### src/lwm_params.svh
// Command codes, reset values and timing counts of the window and display control block
`ifndef LWM_PARAMS_SVH
`define LWM_PARAMS_SVH
`define LWM_CMD_WIN_SC 8'hf4
`define LWM_CMD_WIN_SP 8'hf5
`define LWM_CMD_WIN_EC 8'hf6
`define LWM_CMD_WIN_EP 8'hf7
`define LWM_CMD_WIN_MODE 8'hf8
`define LWM_CMD_NV_CTRL 8'hb8
`define LWM_CMD_LAST_ROW 8'hf1
`define LWM_CMD_COL_PTR 8'h10
`define LWM_CMD_PAGE_PTR 8'h11
`define LWM_CMD_BIAS 8'he8
`define LWM_CMD_LINE_RATE 8'ha0
`define LWM_CMD_ALL_ON 8'ha4
`define LWM_CMD_INVERT 8'ha6
`define LWM_CMD_DISP_EN 8'ha8
`define LWM_CMD_ADDR_CTRL 8'h88
`define LWM_CMD_SLOPE 8'h24
`define LWM_CMD_BOOST 8'h2c
`define LWM_MSK_1BIT 8'hfe
`define LWM_MSK_2BIT 8'hfc
`define LWM_MSK_3BIT 8'hf8
`define LWM_COL_MAX 8'hff
`define LWM_PAGE_MAX 7'h7f
`define LWM_RST_WIN_EC 8'hff
`define LWM_RST_WIN_EP 7'h7f
`define LWM_RST_LAST_ROW 8'h9f
`define LWM_RST_BIAS 2'h3
`define LWM_RST_DISP 3'h6
`define LWM_MUX_FULL 9'h06c
`define LWM_MUX_DIV15 9'h06b
`define LWM_MUX_DIV2 9'h050
`define LWM_MUX_DIV3 9'h035
`define LWM_MUX_DIV4 9'h028
`define LWM_BR_0 4'h5
`define LWM_BR_1 4'ha
`define LWM_BR_2 4'hb
`define LWM_BR_3 4'hc
`define LWM_TC_0 8'hfb
`define LWM_TC_1 8'hf6
`define LWM_TC_2 8'hf1
`define LWM_TC_3 8'h00
`define LWM_PWR_UP_NS 10000
`define LWM_CLK_MHZ 125
`endif

### src/lwm_pkg.sv
// Types shared by the window and display control block
package lwm_pkg;
	typedef enum logic [8:0] {
		PEND_NONE = 9'h001, PEND_SC = 9'h002, PEND_SP = 9'h004, PEND_EC = 9'h008,
		PEND_EP = 9'h010, PEND_NV = 9'h020, PEND_LAST = 9'h040, PEND_COLP = 9'h080,
		PEND_PAGEP = 9'h100
	} lwm_pend_e;
	typedef enum logic [3:0] {
		PS_SLEEP = 4'h1, PS_WAKE = 4'h2, PS_POWER = 4'h4, PS_ACTIVE = 4'h8
	} lwm_pwr_e;
	typedef enum logic [2:0] {
		DIV_1 = 3'h0, DIV_1P5 = 3'h1, DIV_2 = 3'h2, DIV_3 = 3'h3, DIV_4 = 3'h4
	} lwm_div_e;
	typedef struct packed {
		logic [7:0] col_lo;
		logic [7:0] col_hi;
		logic [6:0] page_lo;
		logic [6:0] page_hi;
		logic wrap_around;
		logic page_first;
		logic page_down;
	} lwm_walk_s;
	typedef struct packed {
		logic [7:0] sc;
		logic [6:0] sp;
		logic [7:0] ec;
		logic [6:0] ep;
		logic window_outside_select;
	} lwm_win_s;
	typedef struct packed {
		logic test;
		logic valid;
		logic enable;
		logic [2:0] op;
	} lwm_nv_s;
	typedef struct packed {
		logic we;
		logic [7:0] col;
		logic [6:0] page;
		logic [7:0] data;
	} lwm_ram_s;
endpackage

### src/lwm_ctrl.sv
// Command decoder for program window, nonvolatile control and display power
// Function
// [RQ1] Two-byte command loads 8-bit window start column from second byte.
// [RQ2] Two-byte command loads 7-bit window start page; top parameter bit ignored.
// [RQ3] Two-byte command loads 8-bit window end column from second byte.
// [RQ4] Two-byte command loads 7-bit window end page from second byte.
// [RQ5] Single-byte command bit 0 selects inside (0) or outside (1) mode.
// [RQ6] Mode change leaves pointers untouched; host repositions them afterwards.
// [RQ7] Outside mode drops data bytes landing inside the window.
// [RQ8] Nonvolatile command code: idle, read, erase, program; top bit reserved.
// [RQ9] Nonvolatile enable bit clears itself when the operation completes.
// [RQ10] Valid bit low ignores stored nonvolatile value; high uses it.
// [RQ11] Host keeps the nonvolatile test bit at zero in normal use.
// [RQ12] Bias codes 0..3 select ratios 5, 10, 11, 12.
// [RQ13] Thermal slope codes 0..3 select -0.05, -0.10, -0.15, 0.00 %/C.
// [RQ14] Two-bit field selects charge pump or external high drive voltage.
// [RQ15] Line rate field picks base rate; frame rate is line/mux above 108.
// [RQ16] Mux below 107, 80, 53, 40 divides line rate 1.5, 2, 3, 4.
// [RQ17] Mux rate comes only from the last-row index register.
// [RQ18] Driver enable idles drivers; idle column drivers are shorted.
// [RQ19] Row driver to pixel row mapping never changes.
// [RQ20] Driver enable overrides all-on and invert flags.
// [RQ21] Driver enable 0 idles drivers and enters sleep.
// [RQ22] Driver enable 1 leaves sleep, restores supplies, then starts drivers.
// [RQ23] Host should pick bias ratio 5 when mux is below 40.
// [RQ24] Wrap-around restarts pointer and steps the other; else pointer stops.
// [RQ25] Inside mode confines writes to the window, wrapping at its edges; code wraps there only with wrap-around set, else stops.
`include "lwm_params.svh"
`timescale 1ns/1ps
`default_nettype none
module lwm_ctrl import lwm_pkg::*; (
	input wire logic CLK,
	input wire logic RST,
	input wire logic HOST_VALID,
	input wire logic HOST_CD,
	input wire logic [7:0] HOST_BYTE,
	input wire logic NV_DONE,
	output var lwm_win_s WIN_REGS,
	output var lwm_nv_s NV_CTRL,
	output var lwm_ram_s RAM_WR,
	output logic [7:0] COLUMN_POINTER,
	output logic [6:0] ROW_BLOCK_POINTER,
	output logic [3:0] BIAS_RATIO,
	output logic [7:0] THERMAL_COEF,
	output logic [1:0] BOOST_SOURCE_SELECT,
	output logic [1:0] LINE_RATE_SELECT,
	output logic [2:0] LINE_DIV,
	output logic [7:0] LAST_ROW_INDEX,
	output logic [1:0] SHADE_MODE,
	output logic SLEEP,
	output logic SUPPLY_ON,
	output logic ROW_DRIVER_ON,
	output logic COLUMN_DRIVER_ON,
	output logic COLUMN_SHORT,
	output logic ALL_ON_EFF,
	output logic INVERT_EFF
);
	lwm_pend_e pend_ff, nxt_pend;
	lwm_win_s win_ff, nxt_win;
	lwm_nv_s nv_ff, nxt_nv;
	lwm_ram_s ram_ff, nxt_ram;
	lwm_walk_s walk_cfg;
	logic [1:0] bias_ff, nxt_bias, slope_ff, nxt_slope, boost_ff, nxt_boost;
	logic [1:0] lrate_ff, nxt_lrate, shade_ff, nxt_shade;
	logic [7:0] last_row_ff, nxt_last_row;
	logic wa_ff, nxt_wa, order_ff, nxt_order, pdir_ff, nxt_pdir;
	logic drv_en_ff, nxt_drv_en, all_on_ff, nxt_all_on, inv_ff, nxt_inv;
	logic [3:0] br_ff, nxt_br;
	logic [7:0] tc_ff, nxt_tc;
	logic [2:0] div_ff, nxt_div;
	logic done_s1_ff, done_s2_ff, done_s3_ff;
	logic cmd_wr, data_wr, in_win, discard, load_col, load_page, done_evt;
	logic [8:0] mux_rate;
	logic [7:0] col_ptr;
	logic [6:0] page_ptr;
	logic pwr_sleep, pwr_supply, pwr_drv;

	assign cmd_wr = HOST_VALID && !HOST_CD;
	assign data_wr = HOST_VALID && HOST_CD;
	assign done_evt = done_s2_ff && !done_s3_ff;

	// [RQ7] Window hit test
	always_comb begin
		in_win = (col_ptr >= win_ff.sc) && (col_ptr <= win_ff.ec)
			&& (page_ptr >= win_ff.sp) && (page_ptr <= win_ff.ep);
		discard = win_ff.window_outside_select && in_win;
	end

	// [RQ25] Inside mode bounds
	always_comb begin
		walk_cfg.wrap_around = wa_ff;
		walk_cfg.page_first = order_ff;
		walk_cfg.page_down = pdir_ff;
		if (win_ff.window_outside_select) begin
			walk_cfg.col_lo = 8'h00;
			walk_cfg.col_hi = `LWM_COL_MAX;
			walk_cfg.page_lo = 7'h00;
			walk_cfg.page_hi = `LWM_PAGE_MAX;
		end else begin
			walk_cfg.col_lo = win_ff.sc;
			walk_cfg.col_hi = win_ff.ec;
			walk_cfg.page_lo = win_ff.sp;
			walk_cfg.page_hi = win_ff.ep;
		end
	end

	assign load_col = cmd_wr && (pend_ff == PEND_COLP);
	assign load_page = cmd_wr && (pend_ff == PEND_PAGEP);

	// [RQ24] Pointer walk
	lwm_ptr_walk u_walk (
		.clk(CLK),
		.rst(RST),
		.cfg(walk_cfg),
		.load_col(load_col),
		.load_page(load_page),
		.load_val(HOST_BYTE),
		.step(data_wr),
		.column_pointer(col_ptr),
		.row_block_pointer(page_ptr)
	);

	// [RQ22] Wake sequence
	lwm_pwr_seq u_pwr (
		.clk(CLK),
		.rst(RST),
		.driver_enable_bit(drv_en_ff),
		.sleep(pwr_sleep),
		.supply_on(pwr_supply),
		.drivers_on(pwr_drv)
	);

	always_comb begin
		nxt_pend = pend_ff;
		nxt_win = win_ff;
		nxt_nv = nv_ff;
		nxt_bias = bias_ff;
		nxt_slope = slope_ff;
		nxt_boost = boost_ff;
		nxt_lrate = lrate_ff;
		nxt_shade = shade_ff;
		nxt_last_row = last_row_ff;
		nxt_wa = wa_ff;
		nxt_order = order_ff;
		nxt_pdir = pdir_ff;
		nxt_drv_en = drv_en_ff;
		nxt_all_on = all_on_ff;
		nxt_inv = inv_ff;
		nxt_ram = '0;
		// [RQ9] Enable clears on completion or reserved code
		if (nv_ff.enable && (done_evt || nv_ff.op[2])) begin
			nxt_nv.enable = 1'b0;
		end
		if (data_wr) begin
			// [RQ7] Drop hits in outside mode
			nxt_ram.we = !discard;
			nxt_ram.col = col_ptr;
			nxt_ram.page = page_ptr;
			nxt_ram.data = HOST_BYTE;
		end else if (cmd_wr && pend_ff != PEND_NONE) begin
			nxt_pend = PEND_NONE;
			unique case (pend_ff)
				// [RQ1] Start column
				PEND_SC: nxt_win.sc = HOST_BYTE;
				// [RQ2] Start page
				PEND_SP: nxt_win.sp = HOST_BYTE[6:0];
				// [RQ3] End column
				PEND_EC: nxt_win.ec = HOST_BYTE;
				// [RQ4] End page
				PEND_EP: nxt_win.ep = HOST_BYTE[6:0];
				PEND_NV: begin
					// [RQ8] Operation code and flags
					nxt_nv.op = HOST_BYTE[2:0];
					nxt_nv.enable = HOST_BYTE[3];
					// [RQ10] Stored value valid
					nxt_nv.valid = HOST_BYTE[4];
					nxt_nv.test = HOST_BYTE[5];
				end
				// [RQ17] Mux rate source
				PEND_LAST: nxt_last_row = HOST_BYTE;
				PEND_COLP: nxt_pend = PEND_NONE;
				PEND_PAGEP: nxt_pend = PEND_NONE;
				default: nxt_pend = PEND_NONE;
			endcase
		end else if (cmd_wr) begin
			if (HOST_BYTE == `LWM_CMD_WIN_SC) begin
				nxt_pend = PEND_SC;
			end else if (HOST_BYTE == `LWM_CMD_WIN_SP) begin
				nxt_pend = PEND_SP;
			end else if (HOST_BYTE == `LWM_CMD_WIN_EC) begin
				nxt_pend = PEND_EC;
			end else if (HOST_BYTE == `LWM_CMD_WIN_EP) begin
				nxt_pend = PEND_EP;
			end else if (HOST_BYTE == `LWM_CMD_NV_CTRL) begin
				nxt_pend = PEND_NV;
			end else if (HOST_BYTE == `LWM_CMD_LAST_ROW) begin
				nxt_pend = PEND_LAST;
			end else if (HOST_BYTE == `LWM_CMD_COL_PTR) begin
				nxt_pend = PEND_COLP;
			end else if (HOST_BYTE == `LWM_CMD_PAGE_PTR) begin
				nxt_pend = PEND_PAGEP;
			end else if ((HOST_BYTE & `LWM_MSK_1BIT) == `LWM_CMD_WIN_MODE) begin
				// [RQ5] Mode bit only
				// [RQ6] Pointers untouched
				nxt_win.window_outside_select = HOST_BYTE[0];
			end else if ((HOST_BYTE & `LWM_MSK_2BIT) == `LWM_CMD_BIAS) begin
				nxt_bias = HOST_BYTE[1:0];
			end else if ((HOST_BYTE & `LWM_MSK_2BIT) == `LWM_CMD_SLOPE) begin
				nxt_slope = HOST_BYTE[1:0];
			end else if ((HOST_BYTE & `LWM_MSK_2BIT) == `LWM_CMD_BOOST) begin
				// [RQ14] Drive voltage source
				nxt_boost = HOST_BYTE[1:0];
			end else if ((HOST_BYTE & `LWM_MSK_2BIT) == `LWM_CMD_LINE_RATE) begin
				// [RQ15] Base line rate
				nxt_lrate = HOST_BYTE[1:0];
			end else if ((HOST_BYTE & `LWM_MSK_1BIT) == `LWM_CMD_ALL_ON) begin
				nxt_all_on = HOST_BYTE[0];
			end else if ((HOST_BYTE & `LWM_MSK_1BIT) == `LWM_CMD_INVERT) begin
				nxt_inv = HOST_BYTE[0];
			end else if ((HOST_BYTE & `LWM_MSK_3BIT) == `LWM_CMD_DISP_EN) begin
				// [RQ21] Enable bit drives sleep
				nxt_drv_en = HOST_BYTE[0];
				nxt_shade = HOST_BYTE[2:1];
			end else if ((HOST_BYTE & `LWM_MSK_3BIT) == `LWM_CMD_ADDR_CTRL) begin
				nxt_wa = HOST_BYTE[0];
				nxt_order = HOST_BYTE[1];
				nxt_pdir = HOST_BYTE[2];
			end
		end
	end

	always_ff @(posedge CLK or posedge RST) begin
		if (RST) begin
			pend_ff <= PEND_NONE;
			win_ff <= '{sc: 8'h00, sp: 7'h00, ec: `LWM_RST_WIN_EC, ep: `LWM_RST_WIN_EP,
				window_outside_select: 1'b0};
			nv_ff <= '0;
			ram_ff <= '0;
			bias_ff <= `LWM_RST_BIAS;
			slope_ff <= 2'h0;
			boost_ff <= 2'h0;
			lrate_ff <= 2'h0;
			shade_ff <= 2'(`LWM_RST_DISP >> 1);
			last_row_ff <= `LWM_RST_LAST_ROW;
			wa_ff <= 1'b0;
			order_ff <= 1'b0;
			pdir_ff <= 1'b0;
			drv_en_ff <= 1'b0;
			all_on_ff <= 1'b0;
			inv_ff <= 1'b0;
		end else begin
			pend_ff <= nxt_pend;
			win_ff <= nxt_win;
			nv_ff <= nxt_nv;
			ram_ff <= nxt_ram;
			bias_ff <= nxt_bias;
			slope_ff <= nxt_slope;
			boost_ff <= nxt_boost;
			lrate_ff <= nxt_lrate;
			shade_ff <= nxt_shade;
			last_row_ff <= nxt_last_row;
			wa_ff <= nxt_wa;
			order_ff <= nxt_order;
			pdir_ff <= nxt_pdir;
			drv_en_ff <= nxt_drv_en;
			all_on_ff <= nxt_all_on;
			inv_ff <= nxt_inv;
		end
	end

	// Completion pin synchroniser
	always_ff @(posedge CLK or posedge RST) begin
		if (RST) begin
			done_s1_ff <= 1'b0;
			done_s2_ff <= 1'b0;
			done_s3_ff <= 1'b0;
		end else begin
			done_s1_ff <= NV_DONE;
			done_s2_ff <= done_s1_ff;
			done_s3_ff <= done_s2_ff;
		end
	end

	assign mux_rate = {1'b0, last_row_ff} + 9'h001;

	always_comb begin
		// [RQ12] Bias ratio map
		unique case (bias_ff)
			2'h0: nxt_br = `LWM_BR_0;
			2'h1: nxt_br = `LWM_BR_1;
			2'h2: nxt_br = `LWM_BR_2;
			2'h3: nxt_br = `LWM_BR_3;
		endcase
		// [RQ13] Thermal slope map
		unique case (slope_ff)
			2'h0: nxt_tc = `LWM_TC_0;
			2'h1: nxt_tc = `LWM_TC_1;
			2'h2: nxt_tc = `LWM_TC_2;
			2'h3: nxt_tc = `LWM_TC_3;
		endcase
		// [RQ16] Line rate scaling
		if (mux_rate < `LWM_MUX_DIV4) begin
			nxt_div = DIV_4;
		end else if (mux_rate < `LWM_MUX_DIV3) begin
			nxt_div = DIV_3;
		end else if (mux_rate < `LWM_MUX_DIV2) begin
			nxt_div = DIV_2;
		end else if (mux_rate < `LWM_MUX_DIV15) begin
			nxt_div = DIV_1P5;
		end else begin
			nxt_div = DIV_1;
		end
	end

	always_ff @(posedge CLK or posedge RST) begin
		if (RST) begin
			br_ff <= `LWM_BR_3;
			tc_ff <= `LWM_TC_0;
			div_ff <= DIV_1;
		end else begin
			br_ff <= nxt_br;
			tc_ff <= nxt_tc;
			div_ff <= nxt_div;
		end
	end

	assign WIN_REGS = win_ff;
	assign NV_CTRL = nv_ff;
	assign RAM_WR = ram_ff;
	assign COLUMN_POINTER = col_ptr;
	assign ROW_BLOCK_POINTER = page_ptr;
	assign BIAS_RATIO = br_ff;
	assign THERMAL_COEF = tc_ff;
	assign BOOST_SOURCE_SELECT = boost_ff;
	assign LINE_RATE_SELECT = lrate_ff;
	assign LINE_DIV = div_ff;
	assign LAST_ROW_INDEX = last_row_ff;
	assign SHADE_MODE = shade_ff;
	assign SLEEP = pwr_sleep;
	assign SUPPLY_ON = pwr_supply;
	// [RQ19] One enable for all rows, no remap
	assign ROW_DRIVER_ON = pwr_drv;
	// [RQ18] Idle columns shorted
	assign COLUMN_DRIVER_ON = pwr_drv;
	assign COLUMN_SHORT = !pwr_drv;
	// [RQ20] Driver enable overrides
	assign ALL_ON_EFF = pwr_drv && all_on_ff;
	assign INVERT_EFF = pwr_drv && inv_ff;
endmodule
`default_nettype wire

### src/lwm_ptr_walk.sv
// Column and row block pointer advance within a bounded rectangle
`timescale 1ns/1ps
`default_nettype none
module lwm_ptr_walk import lwm_pkg::*; (
	input wire logic clk,
	input wire logic rst,
	input var lwm_walk_s cfg,
	input wire logic load_col,
	input wire logic load_page,
	input wire logic [7:0] load_val,
	input wire logic step,
	output logic [7:0] column_pointer,
	output logic [6:0] row_block_pointer
);
	logic [7:0] col_ff, nxt_col;
	logic [6:0] page_ff, nxt_page;
	logic col_edge, page_edge;
	logic [6:0] page_stepped;
	logic [7:0] col_stepped;

	always_comb begin
		col_edge = (col_ff == cfg.col_hi);
		page_edge = cfg.page_down ? (page_ff == cfg.page_lo) : (page_ff == cfg.page_hi);
		page_stepped = cfg.page_down ? (page_edge ? cfg.page_hi : page_ff - 7'h01)
			: (page_edge ? cfg.page_lo : page_ff + 7'h01);
		col_stepped = col_edge ? cfg.col_lo : col_ff + 8'h01;
		nxt_col = col_ff;
		nxt_page = page_ff;
		if (load_col) begin
			nxt_col = load_val;
		end else if (load_page) begin
			nxt_page = load_val[6:0];
		end else if (step) begin
			// Wrap restarts, else stop
			if (!cfg.page_first) begin
				if (!col_edge) begin
					nxt_col = col_stepped;
				end else if (cfg.wrap_around) begin
					nxt_col = col_stepped;
					nxt_page = page_stepped;
				end
			end else begin
				if (!page_edge) begin
					nxt_page = page_stepped;
				end else if (cfg.wrap_around) begin
					nxt_page = page_stepped;
					nxt_col = col_stepped;
				end
			end
		end
	end

	always_ff @(posedge clk or posedge rst) begin
		if (rst) begin
			col_ff <= 8'h00;
			page_ff <= 7'h00;
		end else begin
			col_ff <= nxt_col;
			page_ff <= nxt_page;
		end
	end

	assign column_pointer = col_ff;
	assign row_block_pointer = page_ff;
endmodule
`default_nettype wire

### src/lwm_pwr_seq.sv
// Sleep exit, supply restore and driver turn-on sequencing
`include "lwm_params.svh"
`timescale 1ns/1ps
`default_nettype none
module lwm_pwr_seq import lwm_pkg::*; (
	input wire logic clk,
	input wire logic rst,
	input wire logic driver_enable_bit,
	output logic sleep,
	output logic supply_on,
	output logic drivers_on
);
	localparam int PWR_CYC = (`LWM_PWR_UP_NS * `LWM_CLK_MHZ + 999) / 1000;
	lwm_pwr_e st_ff, nxt_st;
	logic [10:0] cnt_ff, nxt_cnt;

	always_comb begin
		nxt_st = st_ff;
		nxt_cnt = 11'h000;
		if (!driver_enable_bit) begin
			nxt_st = PS_SLEEP;
		end else begin
			unique case (st_ff)
				PS_SLEEP: nxt_st = PS_WAKE;
				PS_WAKE: nxt_st = PS_POWER;
				PS_POWER: begin
					nxt_cnt = cnt_ff + 11'h001;
					if (cnt_ff == 11'(PWR_CYC - 1)) begin
						nxt_st = PS_ACTIVE;
					end
				end
				PS_ACTIVE: nxt_st = PS_ACTIVE;
			endcase
		end
	end

	always_ff @(posedge clk or posedge rst) begin
		if (rst) begin
			st_ff <= PS_SLEEP;
			cnt_ff <= 11'h000;
		end else begin
			st_ff <= nxt_st;
			cnt_ff <= nxt_cnt;
		end
	end

	assign sleep = (st_ff == PS_SLEEP);
	assign supply_on = (st_ff == PS_POWER) || (st_ff == PS_ACTIVE);
	assign drivers_on = (st_ff == PS_ACTIVE);
endmodule
`default_nettype wire

### config.mk
export PLATFORM = sky130hd
export DESIGN_NAME = lwm_ctrl
export DESIGN_NICKNAME = d
export VERILOG_FILES = /design/src/lwm_pkg.sv /design/src/lwm_ctrl.sv /design/src/lwm_ptr_walk.sv /design/src/lwm_pwr_seq.sv
export VERILOG_INCLUDE_DIRS = /design/src
export SDC_FILE = /design/constraint.sdc
export NUM_CORES = 1
export LEC_CHECK = 0
export BUFFER_PORTS_ARGS = -buffer_cell sky130_fd_sc_hd__buf_2
export CAP_MARGIN = 20
export CORE_ASPECT_RATIO = 0.75
export CORE_MARGIN = 5
export CORE_UTILIZATION = 62
export DETAILED_ROUTE_END_ITERATION = 12
export GPL_TIMING_DRIVEN = 0
export HOLD_SLACK_MARGIN = 0.1
export PLACE_DENSITY = 0.95
export SLEW_MARGIN = 30
export SYNTH_ARGS = -nofsm -noshare
export SYNTH_HDL_FRONTEND = slang
export SYNTH_SLANG_ARGS = --single-unit
### constraint.sdc
create_clock -name CLK -period 12 [get_ports CLK]
set_input_delay 1.8 -clock CLK [delete_from_list [all_inputs] [get_ports CLK]]
set_output_delay 1.8 -clock CLK [all_outputs]
set_load 0.1 [all_outputs]
# Word-level counts from Yosys, hierarchy flattened

Cells that the tools add are included.

$add $sub $neg: 5
Bitwise operators: 19
$lt $le $gt $ge: 8
Eq/ne operators: 43
Reduce and logical (&&, ||, !) cells: 44
Mux-type cells: 45

Operator list:

| cell                                                                  | number |
|---|---|
| 9-bit two-way mux                                                     | 10 |
| 8-bit two-way mux                                                     | 8 |
| 7-bit two-way mux                                                     | 9 |
| 8-bit equality test, second input constant                            | 6 |
| 4-bit one-hot mux with 4 select lines                                 | 2 |
| 8-bit one-hot mux with 4 select lines                                 | 1 |
| 30-bit two-way mux                                                    | 1 |
| 3-bit AND reduction                                                   | 9 |
| 24-bit two-way mux                                                    | 1 |
| 11-bit two-way mux                                                    | 2 |
| 7-bit equality test, second input constant                            | 3 |
| 4-bit two-way mux                                                     | 5 |
| 20-bit AND reduction                                                  | 1 |
| 1-bit NOT                                                             | 19 |
| 19-bit AND reduction                                                  | 1 |
| 9-bit by 6-bit < comparator with 1-bit output, second input constant  | 2 |
| 9-bit by 7-bit < comparator with 1-bit output, second input constant  | 2 |
| 18-bit AND reduction                                                  | 1 |
| 17-bit AND reduction                                                  | 1 |
| 8-bit by 5-bit equality test with 1-bit output, second input constant | 2 |
| 16-bit AND reduction                                                  | 1 |
| 15-bit AND reduction                                                  | 1 |
| 7-bit equality test                                                   | 2 |
| 14-bit AND reduction                                                  | 1 |
| other kinds (44)                                                      | 73 |

Output and inout bits: 112
Input bits: 13
Register bits: 142

# Depth between registers and ports, before layout

Depth in word-level cells: 11
Mapped depth: 10
Depth with buffers taken out: 9

# Cells and area by module

Synthesis repeated with hierarchy kept, for this count alone.

Cells, all modules: 779
Area total of the unflattened synthesis: 8,054.0 µm²

By module, submodules not included:

| module       | seq. area each (µm²) | area each (µm²) | times used | cells each |
|---|---|---|---|---|
| lwm_ctrl     | 2,767.7              | 5,641.7         | 1          | 509 |
| lwm_ptr_walk | 375.4                | 1,651.6         | 1          | 195 |
| lwm_pwr_seq  | 376.6                | 760.7           | 1          | 75 |

# Worst setup path before layout

No wires, ideal clock.

Path type: register to output
From: reg u_pwr.st_ff[2]
To: out COLUMN_SHORT
Data required time: 10.200 ns
Cell stages (with the launch flop): 4
Arrival: 5.592 ns
Path slack: 4.608 ns
Buffers on the path: 1
Cell sequence: dfrtp_1 > clkbuf_1 > nor4b_1 > inv_1

Cells in the longest elaborated chain, start to end: 2

Ends and longest elaborated chain:

| element                  | line              | source |
|---|---|---|
| start: declaration       | lwm_pwr_seq.sv:14 | `lwm_pwr_e st_ff, nxt_st;` |
| start signal: assignment | lwm_pwr_seq.sv:42 | `st_ff <= nxt_st;` |
| 4-bit equality test      | lwm_pwr_seq.sv:49 | `assign drivers_on = (st_ff == PS_ACTIVE);` |
| via COLUMN_DRIVER_ON     | lwm_ctrl.sv:53    | `output logic COLUMN_DRIVER_ON,` |
| 1-bit logical NOT        | lwm_ctrl.sv:345   | `assign COLUMN_SHORT = !pwr_drv;` |
| end: declaration         | lwm_ctrl.sv:54    | `output logic COLUMN_SHORT,` |

The timed path passes the listed nets, and every way through them passes these cells.

# Final worst setup path

From: reg u_pwr.st_ff[2]
To: out INVERT_EFF

Cells in the longest elaborated chain, start to end: 2

Ends and longest elaborated chain:

| element             | line              | source |
|---|---|---|
| 4-bit equality test | lwm_pwr_seq.sv:49 |  |
| 1-bit logical AND   | lwm_ctrl.sv:348   | `assign INVERT_EFF = pwr_drv && inv_ff;` |
| end: declaration    | lwm_ctrl.sv:56    | `output logic INVERT_EFF` |

No other way between the ends.

==> results.json <==
{
  "run_status": "completed",
  "total_leakage_power_nw": 4.48,
  "floorplan.die_area_sq_um": 15000,
  "drtAntennaViolNets": 0,
  "grt.total_usage_pct": 32.5,
  "antenna_violations_before_repair": 0,
  "final_hold_fails": 0,
  "synth_top_area_share_pct": 33.9,
  "fin_nets": 1006,
  "dpl_worst_slack_ns": 7.59,
  "ys.warnings.count": 0,
  "sequential_cell_area_sq_um": 3520,
  "rsz_0062_raised_after_global_routing": "false",
  "min_period_over_period_pct": 34.9,
  "remaining_drc_errors": 0,
  "post_synth_main_area_contributors": "sky130_fd_sc_hd__dfrtp_1, sky130_fd_sc_hd__dfstp_2, sky130_fd_sc_hd__ha_1, sky130_fd_sc_hd__mux2_2, sky130_fd_sc_hd__o21ai_0",
  "setup.worst_path.class": "register to output port",
  "setup.worst_path.start_class": "register",
  "synth_cell_types": 75,
  "multiInputGateArea_sq_um": 3870,
  "tritoncts": "done",
  "cp_max_fo": 7,
  "cts.clk_slew.worst_paths_ns": 0.07,
  "layout_common_cells": "sky130_fd_sc_hd__buf_2, sky130_fd_sc_hd__dfrtp_1, sky130_fd_sc_hd__nand2_1",
  "detailroute.via_count": 7307,
  "post-dp-hpwl_mm": 16.1,
  "worstMarginPinSlew_ns": 0.874,
  "globalRoute.totalOverflow": 0,
  "grt_start_max_net_pins": 94,
  "ir_worst_vdd_uv": 162,
  "hp-start": "done_s1_ff",
  "grt_pass1_wl_mm": 38.6,
  "vias_per_inst": 6.44,
  "fin_ws_ns": 7.82,
  "post_cts_hold_buffer_count": 0,
  "die_h_um": 107,
  "cts.path.max_buffers": 2,
  "placedCellCount": 1101,
  "dr_wl_cell_um": 21.1,
  "dr.pass1.iters": 6,
  "slew_headroom_pct": 41.6,
  "num_rows": 35,
  "finalMaxSlewViolations": 0,
  "finalWeightedCongestion": 1.07,
  "num-fill-cells": 855,
  "cts_num_sinks": 139,
  "syn_area_sq_um": 7820,
  "holdWs_ns": 0.370,
  "final-setup-viol-count": 0,
  "crit-reg2reg-launch": "pend_ff[3]",
  "portBuffers": 120,
  "cell_type_with_the_highest_aggregate_area_in_the_netlist": "sky130_fd_sc_hd__dfrtp_1",
  "h-tree-depth": 4,
  "fmaxAchievable_mhz": 239,
  "wl_mm": 23.9,
  "syn2layout_area_growth_pct": 18.7,
  "postSynth.asyncResetShare_pct": 100,
  "power.density_cell_area_nw_per_um2": 208,
  "timing.final.crit_period_ns": 4.18,
  "synth-edff-count": 0,
  "layout_commonest_cell": "sky130_fd_sc_hd__buf_2",
  "start_util_pct": 63.6,
  "synth_fp_nets": 865,
  "worstSkewPairLatency_ns": 0.43,
  "synthesis.instances": 814,
  "worstPathArrival_ns": 2.38,
  "syn-mean-instance-area_sq_um": 9.61,
  "startpoint": "u_pwr.st_ff[2]",
  "top_level_ports": 125,
  "finalSetupTns_ns": 0,
  "die_width_um": 140,
  "yosysSeqAreaShare_pct": 45.0,
  "fin_cells": 1135,
  "most_used_flip_flop_cell_after_synthesis": "sky130_fd_sc_hd__dfrtp_1",
  "r2r.worst_path.cells": 9,
  "worst_ep_required_time_ns": 10.20,
  "worst_hold_path.num_cells": 0,
  "cts_inserted_buffers": 17,
  "synth-seq-cells": 139,
  "via_count_of_the_first_global_routing_pass": 7336,
  "timing.max_cap.violations": 0,
  "worst_clock_skew_ns": 0.00683,
  "kind_of_end_point_of_the_critical_path": "output port",
  "drt-initial-drc-count": 1090,
  "layout-drive-gt1-share_pct": 25.9,
  "clock_tree.root_cell": "sky130_fd_sc_hd__clkbuf_16",
  "post_cts_resize_count": 0,
  "core_area_sq_um": 12300,
  "post_cts_buffers": 0,
  "worstHoldPathType": "register to register"
}
==> per-stage QoR <==
stage	total power (W)	util, %	instance area, sq um
3_5_place_dp	0.00138	70.5	8670
4_1_cts	0.00192	75.4	9280
3_3_place_gp	0.00136	70.1	8630
6_report	0.00193	75.5	9290
2_1_floorplan	0.00122	-	7820
5_1_grt	0.00200	75.5	9290
==> state kept, by name, summed over array words and instances (netlist names), 3 cells and up <==
name and cells:
NV_CTRL 6, u_pwr.st_ff 4, THERMAL_COEF 5, LAST_ROW_INDEX 8
u_pwr.cnt_ff 11, pend_ff 9, RAM_WR 24, WIN_REGS 31
u_walk.column_pointer 8, BIAS_RATIO 4, LINE_DIV 3, u_walk.row_block_pointer 7
==> path summary, 6_finish.rpt <==
| check | endpoint | slack (ns) |
|---|---|---|
| worst max register to register | pend_ff[2] | 8.88 |
| worst min register to register | done_s2_ff | 0.37 |
| worst min-delay path | done_s2_ff | 0.37 |
| min in group asynchronous | u_pwr.st_ff[2] | 1.37 |
| worst max-delay path | INVERT_EFF | 7.82 |
| max in group asynchronous | pend_ff[0] | 9.85 |
==> critical path: stages (launching register included) <==
cell and delay (ns):
sky130_fd_sc_hd__dfrtp_1 0.36, sky130_fd_sc_hd__clkbuf_1 0.19, sky130_fd_sc_hd__nor4b_2 0.77, sky130_fd_sc_hd__and2_1 0.22, sky130_fd_sc_hd__buf_2 0.42
==> cell usage after synthesis, types with 6 or more instances <==
cell type / n
sky130_fd_sc_hd__mux2_2: 33
sky130_fd_sc_hd__inv_1: 54
sky130_fd_sc_hd__and3_1: 26
sky130_fd_sc_hd__nor2_1: 46
sky130_fd_sc_hd__nand3_1: 31
sky130_fd_sc_hd__a22oi_1: 6
sky130_fd_sc_hd__buf_4: 6
sky130_fd_sc_hd__xor2_1: 11
sky130_fd_sc_hd__a31oi_1: 6
sky130_fd_sc_hd__o21ai_0: 66
sky130_fd_sc_hd__nor2b_1: 7
sky130_fd_sc_hd__nand4_1: 12
sky130_fd_sc_hd__dfrtp_1: 106
sky130_fd_sc_hd__o41ai_1: 6
sky130_fd_sc_hd__a21o_1: 10
sky130_fd_sc_hd__and2_1: 7
sky130_fd_sc_hd__ha_1: 38
sky130_fd_sc_hd__xnor2_1: 20
sky130_fd_sc_hd__o31ai_1: 8
sky130_fd_sc_hd__nand2b_1: 16
sky130_fd_sc_hd__clkbuf_1: 37
sky130_fd_sc_hd__nor3_1: 20
sky130_fd_sc_hd__a21oi_1: 20
sky130_fd_sc_hd__nand2_1: 79
sky130_fd_sc_hd__dfstp_2: 33
sky130_fd_sc_hd__mux2i_1: 6
==> per-layer routing <==
layer	vias to the layer above	routed length, um	global-route usage (%)
met1	3517	9270	43.5
li1	3173	-	-
met2	516	10900	49.8
met3	101	2840	8.97
met5	-	0	0
met4	0	887	14.8
==> kinds of logic after synthesis <==
logic type                 after synthesis  share of synthesized area [%]
and+or+nand+nor                        291                           19.8
AOI/OAI and AO/OA                      172                           14.5
DFF                                    139                           45.0
buffers and inverters                  104                           5.69
muxes                                   39                           5.52
adders and majority gates               38                           6.08
xor gates and xnor gates                31                           3.47
==> where the power goes <==
part           total (W)  internal (W)  switching, W
sequential      0.000610      0.000530     0.0000803
combinational   0.000783      0.000184      0.000599
clock           0.000539      0.000316      0.000223
==> area by class of cell <==
| cell class | instances | share of cell area (%) |
|---|---|---|
| Inverter | 54 | 2.26 |
| Tap cell | 166 | 2.24 |
| Clock buffer | 21 | 5.20 |
| Clock inverter | 11 | 1.28 |
| Sequential cell | 139 | 37.9 |
| Timing Repair Buffer | 122 | 6.82 |
| Antenna cell | 1 | 0.0269 |
| Multi-Input combinational cell | 571 | 41.7 |
| Buffer | 50 | 2.61 |
Note: power is estimated with default switching activity, not from simulation.
